===== src/dram_cmd_pkg.sv =====
package dram_cmd_pkg;

    localparam int ADDR_W    = 21;          // address balls A0..A20
    localparam int BANK_W    = 3;
    localparam int BANKS     = 8;
    localparam int ROW_W     = 13;          // rows per bank counter
    localparam int CFG_W     = 3;
    localparam int LAT_W     = 4;
    localparam int PIPE_W    = 16;          // longest latency plus burst
    localparam int CFG_COUNT = 5;

    // mode word field positions
    localparam int CFG_LSB   = 0;
    localparam int BURST_LSB = 3;
    localparam int BURST_W   = 2;
    localparam int MUX_BIT   = 5;
    localparam int TERM_BIT  = 9;

    // reset values of the mode word
    localparam logic [CFG_W-1:0] CFG_RESET  = 3'h0;
    localparam logic             MUX_RESET  = 1'h0;
    localparam logic             TERM_RESET = 1'h0;

    // multiplexed address mapping
    localparam int FIRST_COUNT  = 11;
    localparam int SECOND_COUNT = 8;
    localparam int FIRST_BITS  [FIRST_COUNT]  = '{0, 3, 4, 5, 8, 9, 10, 13, 14, 17, 18};
    localparam int SECOND_BITS [SECOND_COUNT] = '{1, 2, 6, 7, 11, 12, 16, 15};
    localparam int SECOND_BALLS[SECOND_COUNT] = '{3, 4, 8, 9, 13, 14, 17, 18};
    localparam int BALL_A0  = 0;
    localparam int BALL_A10 = 10;
    localparam int BALL_A18 = 18;
    localparam int BIT_A19  = 19;
    localparam int BIT_A20  = 20;

    // normal-mode read latency per configuration, in clocks
    localparam logic [LAT_W-1:0] READ_LAT_TABLE[CFG_COUNT] = '{4'h4, 4'h6, 4'h8, 4'h3, 4'h5};
    localparam logic [LAT_W-1:0] LAT_ONE = 4'h1;

    // beat masks, one bit per clock of data
    localparam logic [PIPE_W-1:0] MASK_2 = 16'h0001;
    localparam logic [PIPE_W-1:0] MASK_4 = 16'h0003;
    localparam logic [PIPE_W-1:0] MASK_8 = 16'h000F;

    typedef enum logic [2:0] {NOP_CMD, READ_CMD, WRITE_CMD, ROW_REFRESH_CMD,
                              MODE_LOAD_CMD} cmd_kind_type;
    typedef enum logic [1:0] {BURST_2, BURST_4, BURST_8} burst_size_type;
    typedef enum logic [1:0] {WIDTH_X9, WIDTH_X18, WIDTH_X36} width_type;
    typedef enum logic {PHASE_IDLE, PHASE_SECOND} phase_type;

    typedef struct packed {
        logic chip_select_n;
        logic write_enable_n;
        logic refresh_n;
    } cmd_pins_type;

    typedef struct packed {
        logic              write;
        logic [BANK_W-1:0] bank;
        logic [ADDR_W-1:0] addr;
    } access_type;

    // command pin decode, shared by both address modes
    function automatic cmd_kind_type decode_cmd(input cmd_pins_type pins);
        cmd_kind_type kind;
        kind = NOP_CMD;
        if (!pins.chip_select_n) begin
            unique case ({pins.write_enable_n, pins.refresh_n})
                2'h3: kind = READ_CMD;
                2'h1: kind = WRITE_CMD;
                2'h2: kind = ROW_REFRESH_CMD;
                2'h0: kind = MODE_LOAD_CMD;
            endcase
        end
        return kind;
    endfunction : decode_cmd

    function automatic logic [LAT_W-1:0] read_lat(input logic [CFG_W-1:0] cfg);
        logic [LAT_W-1:0] lat;
        lat = READ_LAT_TABLE[0];
        if (int'(cfg) < CFG_COUNT) begin
            lat = READ_LAT_TABLE[cfg];
        end
        return lat;
    endfunction : read_lat

    function automatic logic [PIPE_W-1:0] beat_mask(input burst_size_type size);
        logic [PIPE_W-1:0] mask;
        unique case (size)
            BURST_4: mask = MASK_4;
            BURST_8: mask = MASK_8;
            default: mask = MASK_2;
        endcase
        return mask;
    endfunction : beat_mask

    // rebuild the full address from the two halves
    function automatic logic [ADDR_W-1:0] map_mux_addr(input logic [ADDR_W-1:0] first_addr_half,
                                                       input logic [ADDR_W-1:0] second_addr_half,
                                                       input width_type width,
                                                       input burst_size_type size);
        logic [ADDR_W-1:0] full;
        full = '0;
        for (int i = 0; i < FIRST_COUNT; i++) begin
            full[FIRST_BITS[i]] = first_addr_half[FIRST_BITS[i]];
        end
        for (int i = 0; i < SECOND_COUNT; i++) begin
            full[SECOND_BITS[i]] = second_addr_half[SECOND_BALLS[i]];
        end
        if ((width == WIDTH_X36 && size == BURST_4) || (width == WIDTH_X18 && size == BURST_8)) begin
            full[BALL_A18] = 1'h0;
        end
        if ((width == WIDTH_X18 && size == BURST_2) ||
            (width == WIDTH_X9 && (size == BURST_2 || size == BURST_4))) begin
            full[BIT_A19] = second_addr_half[BALL_A10];
        end
        if (width == WIDTH_X9 && size == BURST_2) begin
            full[BIT_A20] = second_addr_half[BALL_A0];
        end
        return full;
    endfunction : map_mux_addr

endpackage : dram_cmd_pkg


===== src/refresh_row_store.sv =====
module refresh_row_store
    import dram_cmd_pkg::*;
#(
    parameter int BANK_COUNT = BANKS,
    parameter int ROW_BITS   = ROW_W
) (
    input  wire logic                CLK,     // system clock
    input  wire logic                RST,     // synchronous reset, high
    input  wire logic                rd_en,   // fetch a bank counter
    input  wire logic [BANK_W-1:0]   rd_bank, // bank to fetch
    output      logic [ROW_BITS-1:0] rd_row,  // fetched row, registered
    input  wire logic                wr_en,   // store a bank counter
    input  wire logic [BANK_W-1:0]   wr_bank, // bank to store
    input  wire logic [ROW_BITS-1:0] wr_row   // value to store
);

    typedef struct packed {
        logic [BANK_COUNT-1:0][ROW_BITS-1:0] rows;
        logic [ROW_BITS-1:0]                 rd_row;
    } store_type;

    store_type s;
    store_type next_s;

    // one counter per bank, read data registered
    always_comb begin
        next_s = s;
        if (rd_en) begin
            next_s.rd_row = s.rows[rd_bank];
        end
        if (wr_en) begin
            next_s.rows[wr_bank] = wr_row;
        end
    end

    always_ff @(posedge CLK) begin
        if (RST) begin
            s <= '0;
        end else begin
            s <= next_s;
        end
    end

    assign rd_row = s.rd_row;

endmodule : refresh_row_store


===== src/dram_refresh_odt_mux_address.sv =====
module dram_refresh_odt_mux_address
    import dram_cmd_pkg::*;
(
    input  wire logic              CLK,               // command clock
    input  wire logic              RST,               // synchronous reset, high
    input  wire cmd_pins_type      CMD,               // command pins, low active
    input  wire logic [BANK_W-1:0] BANK,              // bank address balls
    input  wire logic [ADDR_W-1:0] ADDR,              // address balls
    input  wire width_type         WIDTH,             // data width of the part
    output      logic              REFRESH_STROBE,    // one row refreshed
    output      logic [BANK_W-1:0] REFRESH_BANK,      // bank refreshed
    output      logic [ROW_W-1:0]  REFRESH_ROW,       // row refreshed
    output      logic              ACCESS_STROBE,     // read or write issued
    output      access_type        ACCESS,            // issued access
    output      logic              MODE_LOAD_STROBE,  // mode word stored
    output      logic [CFG_W-1:0]  CONFIG,            // latency configuration
    output      burst_size_type    BURST_SIZE,        // programmed burst size
    output      logic              MUX_MODE,          // two-half addressing on
    output      logic [LAT_W-1:0]  READ_LATENCY,      // clocks from command
    output      logic [LAT_W-1:0]  WRITE_LATENCY,     // clocks from command
    output      logic              READ_DRIVE,        // device drives data bus
    output      logic              READ_VALID_FLAG,   // read data valid
    output      logic              WRITE_CAPTURE,     // write data captured
    output      logic              INPUT_TERMINATION  // data and mask termination
);

    typedef struct packed {
        phase_type         phase;
        logic [CFG_W-1:0]  cfg;
        burst_size_type    burst;
        logic              mux;
        logic              term_en;
        cmd_kind_type      held_cmd;
        logic [BANK_W-1:0] held_bank;
        logic [ADDR_W-1:0] first_half;
        logic              ref_pending;
        logic [BANK_W-1:0] ref_bank;
        logic              ref_rd;
        logic [BANK_W-1:0] ref_rd_bank;
        logic [PIPE_W-1:0] rd_pipe;
        logic [PIPE_W-1:0] wr_pipe;
        logic              drive;
        logic              capture;
        logic              term;
        logic              acc_strobe;
        access_type        acc;
        logic              load_strobe;
    } state_type;

    state_type         s;
    state_type         next_s;
    cmd_kind_type      kind;
    cmd_kind_type      issue_kind;
    logic [BANK_W-1:0] issue_bank;
    logic [ADDR_W-1:0] issue_addr;
    logic              ref_req;
    logic [BANK_W-1:0] ref_req_bank;
    logic [LAT_W-1:0]  lat;
    logic [ROW_W-1:0]  stored_row;

    // command sequencing, mode word, data timing and termination
    always_comb begin
        next_s             = s;
        next_s.acc_strobe  = 1'h0;
        next_s.load_strobe = 1'h0;
        next_s.ref_pending = 1'h0;
        kind               = decode_cmd(CMD);
        issue_kind         = NOP_CMD;
        issue_bank         = BANK;
        issue_addr         = ADDR;
        ref_req            = 1'h0;
        ref_req_bank       = s.ref_bank;
        lat                = read_lat(s.cfg);
        // a multiplexed refresh waits one edge, then runs
        if (s.ref_pending) begin
            ref_req = 1'h1;
        end
        unique case (s.phase)
            PHASE_IDLE: begin
                if (kind == ROW_REFRESH_CMD) begin
                    // only the bank matters, the address balls are ignored
                    if (s.mux) begin
                        next_s.ref_pending = 1'h1;
                        next_s.ref_bank    = BANK;
                    end else begin
                        ref_req      = 1'h1;
                        ref_req_bank = BANK;
                    end
                end else if (kind != NOP_CMD) begin
                    if (s.mux) begin
                        // keep command, bank and first half for one clock
                        next_s.phase      = PHASE_SECOND;
                        next_s.held_cmd   = kind;
                        next_s.held_bank  = BANK;
                        next_s.first_half = ADDR;
                    end else begin
                        issue_kind = kind;
                    end
                end
            end
            PHASE_SECOND: begin
                // second half arrives now; pins carry no new command
                issue_kind   = s.held_cmd;
                issue_bank   = s.held_bank;
                issue_addr   = map_mux_addr(s.first_half, ADDR, WIDTH, s.burst);
                next_s.phase = PHASE_IDLE;
            end
        endcase
        next_s.ref_rd      = ref_req;
        next_s.ref_rd_bank = ref_req_bank;
        // data pipes; a bit reaching the bottom marks one data clock
        next_s.rd_pipe = s.rd_pipe >> 1;
        next_s.wr_pipe = s.wr_pipe >> 1;
        unique case (issue_kind)
            READ_CMD, WRITE_CMD: begin
                next_s.acc_strobe = 1'h1;
                next_s.acc        = '{write: issue_kind == WRITE_CMD,
                                      bank:  issue_bank,
                                      addr:  issue_addr};
                // same count from the issuing edge in both modes, so the
                // multiplexed latency ends up one clock longer
                if (issue_kind == READ_CMD) begin
                    next_s.rd_pipe = next_s.rd_pipe
                                   | (beat_mask(s.burst) << (lat - LAT_ONE));
                end else begin
                    next_s.wr_pipe = next_s.wr_pipe
                                   | (beat_mask(s.burst) << lat);
                end
            end
            MODE_LOAD_CMD: begin
                next_s.load_strobe = 1'h1;
                next_s.cfg     = issue_addr[CFG_LSB +: CFG_W];
                next_s.burst   = burst_size_type'(issue_addr[BURST_LSB +: BURST_W]);
                next_s.mux     = issue_addr[MUX_BIT];
                next_s.term_en = issue_addr[TERM_BIT];
            end
            default: begin
            end
        endcase
        next_s.drive   = s.rd_pipe[0];
        next_s.capture = s.wr_pipe[0];
        // off one clock ahead of read data, on again after the last beat
        next_s.term = next_s.term_en & ~(next_s.rd_pipe[0] | next_s.drive);
    end

    // state register
    always_ff @(posedge CLK) begin
        if (RST) begin
            s         <= '0;
            s.phase   <= PHASE_IDLE;
            s.cfg     <= CFG_RESET;
            s.burst   <= BURST_2;
            s.mux     <= MUX_RESET;
            s.term_en <= TERM_RESET;
        end else begin
            s <= next_s;
        end
    end

    // per-bank refresh counters, fetched then advanced
    refresh_row_store #(
        .BANK_COUNT (BANKS),
        .ROW_BITS   (ROW_W)
    ) u_rows (
        .CLK     (CLK),
        .RST     (RST),
        .rd_en   (ref_req),
        .rd_bank (ref_req_bank),
        .rd_row  (stored_row),
        .wr_en   (s.ref_rd),
        .wr_bank (s.ref_rd_bank),
        .wr_row  (ROW_W'(stored_row + 1'h1))
    );

    // outputs
    assign REFRESH_STROBE    = s.ref_rd;
    assign REFRESH_BANK      = s.ref_rd_bank;
    assign REFRESH_ROW       = stored_row;
    assign ACCESS_STROBE     = s.acc_strobe;
    assign ACCESS            = s.acc;
    assign MODE_LOAD_STROBE  = s.load_strobe;
    assign CONFIG            = s.cfg;
    assign BURST_SIZE        = s.burst;
    assign MUX_MODE          = s.mux;
    assign READ_LATENCY      = LAT_W'(read_lat(s.cfg) + LAT_W'(s.mux));
    assign WRITE_LATENCY     = LAT_W'(read_lat(s.cfg) + LAT_ONE + LAT_W'(s.mux));
    assign READ_DRIVE        = s.drive;
    assign READ_VALID_FLAG   = s.drive;
    assign WRITE_CAPTURE     = s.capture;
    assign INPUT_TERMINATION = s.term;
endmodule : dram_refresh_odt_mux_address


===== config.mk =====
export PLATFORM = sky130hd
export DESIGN_NAME = dram_refresh_odt_mux_address
export DESIGN_NICKNAME = d
export VERILOG_FILES = /design/src/dram_cmd_pkg.sv /design/src/refresh_row_store.sv /design/src/dram_refresh_odt_mux_address.sv
export SDC_FILE = /design/constraint.sdc
export NUM_CORES = 1
export LEC_CHECK = 0
export ABC_AREA = 1
export BUFFER_PORTS_ARGS = -buffer_cell sky130_fd_sc_hd__buf_2
export CORE_MARGIN = 2
export CORE_UTILIZATION = 30
export CTS_CLUSTER_SIZE = 12
export DETAILED_ROUTE_END_ITERATION = 7
export PLACE_DENSITY = 0.43
export SLEW_MARGIN = 15
export SYNTH_ARGS = -nofsm -noshare
export SYNTH_HDL_FRONTEND = slang
export SYNTH_HIERARCHICAL = 1
export SYNTH_SLANG_ARGS = --single-unit

===== constraint.sdc =====
create_clock -name CLK -period 2.8 [get_ports CLK]
set_clock_uncertainty 0.05 [all_clocks]
set_input_delay 0.56 -clock CLK [delete_from_list [all_inputs] [get_ports CLK]]
set_output_delay 0.56 -clock CLK [all_outputs]
set_load 0.1 [all_outputs]

After elaboration in Yosys (flattened, before gate mapping):

Memories as Yosys holds them, arrays and structs flattened.
Index checks and enable logic that the tools add are counted.

* $add $sub $neg: 5
* $lt $le $gt $ge: 5
* equality and inequality tests: 11
* shifts and indexed selects: 2
* multiplexer cells: 42
* bitwise gates (word level): 10
* reductions and logical operators: 19

Operator list (number)
* bitwise mux 104 bit: 1
* two-way mux 16 bit: 5
* binary-select mux 13 bit (select 3 bit): 1
* demux 13 bit (select 3 bit): 1
* bitwise OR 15 x 16 -> 16 bit: 2
* left shift 16 x 4 -> 16 bit: 2
* two-way mux 31 bit: 1
* two-way mux 13 bit: 2
* two-way mux 26 bit: 1
* two-way mux 3 bit: 8
* two-way mux 21 bit: 1
* two-way mux 4 bit: 4
* two-way mux 15 bit: 1
* adder 13 x 1 -> 13 bit, second input constant: 1
* two-way mux 1 bit: 12
* one-hot mux 3 bit (4 select lines): 1
* OR reduction 3 bit: 3
* adder 4 x 1 -> 4 bit: 2
* == test 2 bit, second input constant: 4
* < comparator 3 x 4 -> 1 bit, second input constant: 2
* one-hot mux 4 bit (2 select lines): 1
* == test 2 x 1 -> 1 bit, second input constant: 3
* == test 3 x 2 -> 1 bit, second input constant: 2
* logical AND 1 bit: 6
* 19 further kinds: 27

* flip-flop bits (word level): 220
* memory bits (read-only): 32
* memories kept: 1

Memory list
* (name not given): depth 8, width 4, rd ports 1, clocked after Yosys merged registers in 0, write ports 0, RTL line dram_cmd_pkg.sv:82 `lat = READ_LAT_TABLE[cfg];`

Depth between registers and ports, before layout:

* word-level depth: 17
* depth in mapped cells: 17
* gate-level depth less buffers: 15

Modules after synthesis:

The synthesis kept the hierarchy.

Modules (own cells, without submodules)
* refresh_row_store: times used 1, cells each 733, area each 5193.7 um^2, seq. area each 2342.2 um^2
* dram_refresh_odt_mux_address: times used 1, cells each 650, area each 4657.0 um^2, seq. area each 1901.8 um^2

Worst setup path before layout:

No wires, ideal clock.

* kind: flip-flop to output port
* from: register s, in the netlist MUX_MODE
* to: output WRITE_LATENCY[3]
* arrival: 3.631 ns
* setup slack: -1.441 ns
* cell stages (with the launch flop): 4
* path buffers: 0
* cell sequence: dfxtp_1 > inv_1 > ha_1 > o21ai_0

* word-level cells in the longest chain between the ends: 1

Ends and longest elaborated chain
* start: declaration: RTL line dram_refresh_odt_mux_address.sv:50 `state_type s;`
* start signal: assignment: RTL line dram_refresh_odt_mux_address.sv:156 `s <= next_s;`
* adder 4 x 1 -> 4 bit: RTL line dram_refresh_odt_mux_address.sv:186 `assign WRITE_LATENCY = LAT_W'(read_lat(s.cfg) + LAT_ONE + LAT_W'(s.mux));`
* end: declaration: RTL line dram_refresh_odt_mux_address.sv:20 `output logic [LAT_W-1:0] WRITE_LATENCY,`

No other way between the ends.

Worst setup path after layout:

* from: register s, in the netlist CONFIG[2]
* to: output WRITE_LATENCY[3]

* word-level cells in the longest chain between the ends: 7

Ends and longest elaborated chain (RTL line)
* inverter 3 -> 4 bit (not written as such): dram_cmd_pkg.sv:82
* memory (8 x 4 bit)
* two-way mux 4 bit (not written as such) (2 in series): dram_cmd_pkg.sv:82
* two-way mux 4 bit *
* adder 4 x 1 -> 4 bit * (2 in series): dram_refresh_odt_mux_address.sv:186

Every way passes the cells marked *; elsewhere a longest branch is shown, timed or not. The select of a mux whose other input is x is not followed.

==> metrics list <==
- TritonCTS clock tree: yes
- Residual DRC: 0
* Latest clock arrival within the worst-skew pair: 540 ps
- Setup violations remaining at the end of the flow were counted as 0.
- Row generation in the floorplan step produced 66 rows.
- Setup TNS: 0 ps
- Power density over the cells: 671 nW/µm²
* Crit share post-route: 94.3%
- Detailed placement ended at an HPWL of 18.0 mm.
- Of the synthesized area, sequential elements account for 43.1%.
* Final layout net count: 1,471
- Final Critical Period: 2640 ps
* Number of setup buffers added after CTS: 0
- Non-filler cells, final: 1,888
- The number of hold violations in the final report was 0.
* Area share of the leading cell type in the synthesized netlist: 43.1%
- Classification of the worst-slack hold path: in -> reg
- Placed Instance Area: 10,600 µm²
* CTS buffer count: 26
- Post-route ant nets: 0
- The cell sitting at the root of the clock tree is a sky130_fd_sc_hd__clkbuf_16.
- Counting every sink on the clock net gives 212.
* Max Freq: 379 MHz
* Met1 Resource Use GR: 20.7%
* GRT Total Usage: 16.4%
- Measured in cells, the most critical reg-to-reg path has a length of 8.
- Routed Wire Length: 27.6 mm
* Min-Delay Startpoint: ADDR[5]
* Finished Cell Area: 11,500 µm²
- Final hold analysis gives a worst-case slack of 243 ps.
* Global routing's busiest layer: met2
- Post-synthesis cell area: 9850 µm²
* Leakage power summed over all cells: 0.00499 µW
- During synthesis, Yosys emitted a total of 6 warnings.
- Status: completed
* Gate Count Post-Synth: 1,383
* Post-synth top cells: sky130_fd_sc_hd__nand2_1 (260), sky130_fd_sc_hd__dfxtp_1 (212), sky130_fd_sc_hd__inv_1 (181)
- The layout has 3,542 filler cells.
- Area taken by multi-input logic gates: 4230 µm²
* Synthesized flop and latch total: 212
- Detailed Routing Iterations Pass 1: 4
- Of the cells placed in the final design, the portion with a size suffix greater than 1 is 15.1%.
* Count of different cell masters after synthesis: 38
* Layout-stage area growth over the synthesis result: 17.2%
- Main synth FF type: sky130_fd_sc_hd__dfxtp_1
* Unrepaired setup endpoints after global routing: false
* Xor and xnor area share after synthesis: 1.24%
- Die Y: 185 µm
- The initial antenna violation count is 2.
- Standard cell core area: 32,500 µm²
* RR Startpoint: u_rows/rd_row[0]
* Max H-tree Level: 1
* Tot Pwr: 7750 µW
* Dominant cell by count in the synthesized netlist: sky130_fd_sc_hd__nand2_1
* Slew at the pin with the worst max-slew slack: 920 ps
* First-pass GRT wire length: 44.8 mm
* Number of I/O pins: 93
- In this run, placement finished with an instance count of 1,840.
- Longest Clk Path Bufs: 3
* Count of maximum capacitance violations: 0
- The most critical setup path has its startpoint at CONFIG[2].
- Synthesized area per cell: 7.12 µm²
- Global routing consumed, on the met3 layer, 3.01% of the routing resources.
- VDD IR-drop max: 0.000495 V
- Starting utilization of the core area: 30.4%
* Routed via count: 8,399
* Horizontal die dimension: 185 µm
- CP Launch Type: flip-flop
- Cell taking the most area after synthesis: sky130_fd_sc_hd__dfxtp_1
- GR met2 Demand/Resource: 28.7%
* Async set or reset register ratio after synthesis: 0%
- Summing the areas of all compound-gate instances in the mapped netlist gives 17.3% of the synthesized area.
* Number of cells on the worst hold path: 3
- Yosys mapped a number of flops with a built-in enable equal to 0.
- Maximum number of pins on one net before global-route repair: 118
- After synthesis, the largest family of logic cells by area is simple AND/OR/NAND/NOR gates.
* Startpoint-to-endpoint class of the critical path: reg -> out
- In this run the tool buffered the top-level ports with 92 buffer cells.
- CP Data Required Time: 2190 ps
- The total overflow left after global routing is 0.
* Signal arrival time at the worst endpoint: 2030 ps
- The number of global-route vias before repair was 8,218.
* Via-to-Cell Ratio: 4.45
* Footprint of the flip-flops and latches: 4250 µm²
* Routed length per instance: 14.6 µm
- At the end of routability-driven placement, the weighted congestion stood at 0.746.
- The final count of pins violating max slew is 0.
- Summing the areas of all fa, ha and maj instances in the mapped netlist gives 1.78% of the synthesized area.
- Headroom to the max-slew limit came out at 38.5%.
- Sort of element at the end of the critical path: output port
* Main area contributors after synthesis: sky130_fd_sc_hd__dfxtp_1 (43%), sky130_fd_sc_hd__nand2_1 (9.9%), sky130_fd_sc_hd__a21oi_1 (8.2%), sky130_fd_sc_hd__o21ai_0 (7.1%), sky130_fd_sc_hd__inv_1 (6.9%)
* Simple-Gate Fraction of Synth Area: 21.7%
- Initial drt markers: 420
* CTS Hold Bufs: 0
* Post-synthesis mux area share: 0%
- Clock transition at the register clock pins on the worst setup and hold paths after CTS: 60 ps
- Along the worst path, the maximum fanout reaches 7.
- The die covers 34,300 µm².
-- layout by cell type (no fill, tap or decap), types with 3 or more instances in the layout --
| cell | Yosys | routed |
|---|---|---|
| sky130_fd_sc_hd__nand2_1 | 260 | 259 |
| sky130_fd_sc_hd__dfxtp_1 | 212 | 208 |
| sky130_fd_sc_hd__inv_1 | 181 | 180 |
| sky130_fd_sc_hd__a21oi_1 | 161 | 161 |
| sky130_fd_sc_hd__o21ai_0 | 139 | 138 |
| sky130_fd_sc_hd__nor2_1 | 108 | 108 |
| sky130_fd_sc_hd__nand3_1 | 100 | 100 |
| sky130_fd_sc_hd__buf_2 | 27 | 87 |
| sky130_fd_sc_hd__buf_4 | 52 | 36 |
| sky130_fd_sc_hd__clkbuf_16 | 0 | 26 |
| sky130_fd_sc_hd__o21ai_1 | 25 | 24 |
| sky130_fd_sc_hd__buf_12 | 0 | 11 |
| sky130_fd_sc_hd__nand4_1 | 10 | 10 |
| sky130_fd_sc_hd__ha_1 | 14 | 10 |
| sky130_fd_sc_hd__clkbuf_8 | 0 | 10 |
| sky130_fd_sc_hd__xor2_1 | 11 | 9 |
| sky130_fd_sc_hd__inv_2 | 6 | 7 |
| sky130_fd_sc_hd__nand2_2 | 4 | 5 |
| sky130_fd_sc_hd__clkbuf_1 | 29 | 5 |
| sky130_fd_sc_hd__nor2_2 | 4 | 4 |
| sky130_fd_sc_hd__clkinv_2 | 0 | 4 |
| sky130_fd_sc_hd__xnor2_1 | 3 | 3 |
| sky130_fd_sc_hd__nand3_2 | 3 | 3 |
| sky130_fd_sc_hd__nand2_4 | 3 | 3 |
-- critical path, stage by stage (launching register included) --
cell	delay (ps)
sky130_fd_sc_hd__dfxtp_2	340
sky130_fd_sc_hd__inv_2	90
sky130_fd_sc_hd__nand2_1	170
sky130_fd_sc_hd__nor2_1	230
sky130_fd_sc_hd__inv_1	100
sky130_fd_sc_hd__o21ai_2	120
sky130_fd_sc_hd__buf_2	440
-- power by group --
group	leakage, µW	total [µW]	internal, µW	switching (µW)
logic	0.00283	1220	273	948
clock network	0.000435	3370	2060	1310
registers	0.00172	3160	3110	55.4
total	0.00499	7750	5440	2320
-- area by class of cell --
cell class                      instances  share of cell area (%)
Sequential cell                       212                    36.8
Antenna cell                            1                  0.0217
Clock buffer                           41                    6.99
Multi-Input combinational cell        864                    36.6
Clock inverter                          6                   0.574
Inverter                              188                    6.13
Tap cell                              442                    4.79
Timing Repair Buffer                  134                    8.02
-- state kept, by name, summed over array words and instances, names as in the netlist, 2 cells and up --
signal,flops
CONFIG,3
u_rows/rd_row,13
s,53
u_rows/s,104
BURST_SIZE,2
REFRESH_BANK,3
ACCESS,25
next_s,2
-- final timing paths --
| kind | to | slack [ps] |
|---|---|---|
| worst max register to register | u_rows/s[87] | 450 |
| worst min register to register | s[59] | 340 |
| worst min-delay path | s[75] | 240 |
| worst max-delay path | WRITE_LATENCY[3] | 160 |
-- cells by family after synthesis --
family / count (synthesis)
xor+xnor: 14
fa+ha+maj: 14
buf+inv: 308
simple gates: 500
flops: 212
compound gates: 334
other cells: 1
-- routing by layer --
| layer | vias up | share of wire, % |
|---|---|---|
| met4 | 2 | 1.9 |
| met5 | - | 0.047 |
| met1 | 3785 | 46 |
| met3 | 37 | 4.3 |
| met2 | 136 | 48 |
| li1 | 4439 | - |
-- repair_timing --
item	4_1_cts	5_1_grt
resized for setup	5	9
setup endpoints to repair	3	2
gates cloned	0	0
-- per-stage QoR --
| step | setup slack [ps] | util [%] |
|---|---|---|
| global route | 14.0 | 35.6 |
| detailed placement | 39.5 | 32.7 |
| floorplan | 98.5 | - |
| CTS | 8.20 | 35.4 |
| finish | 159 | 35.6 |
| global placement | 155 | 32.7 |
Note: power is estimated with default switching activity, not from simulation.
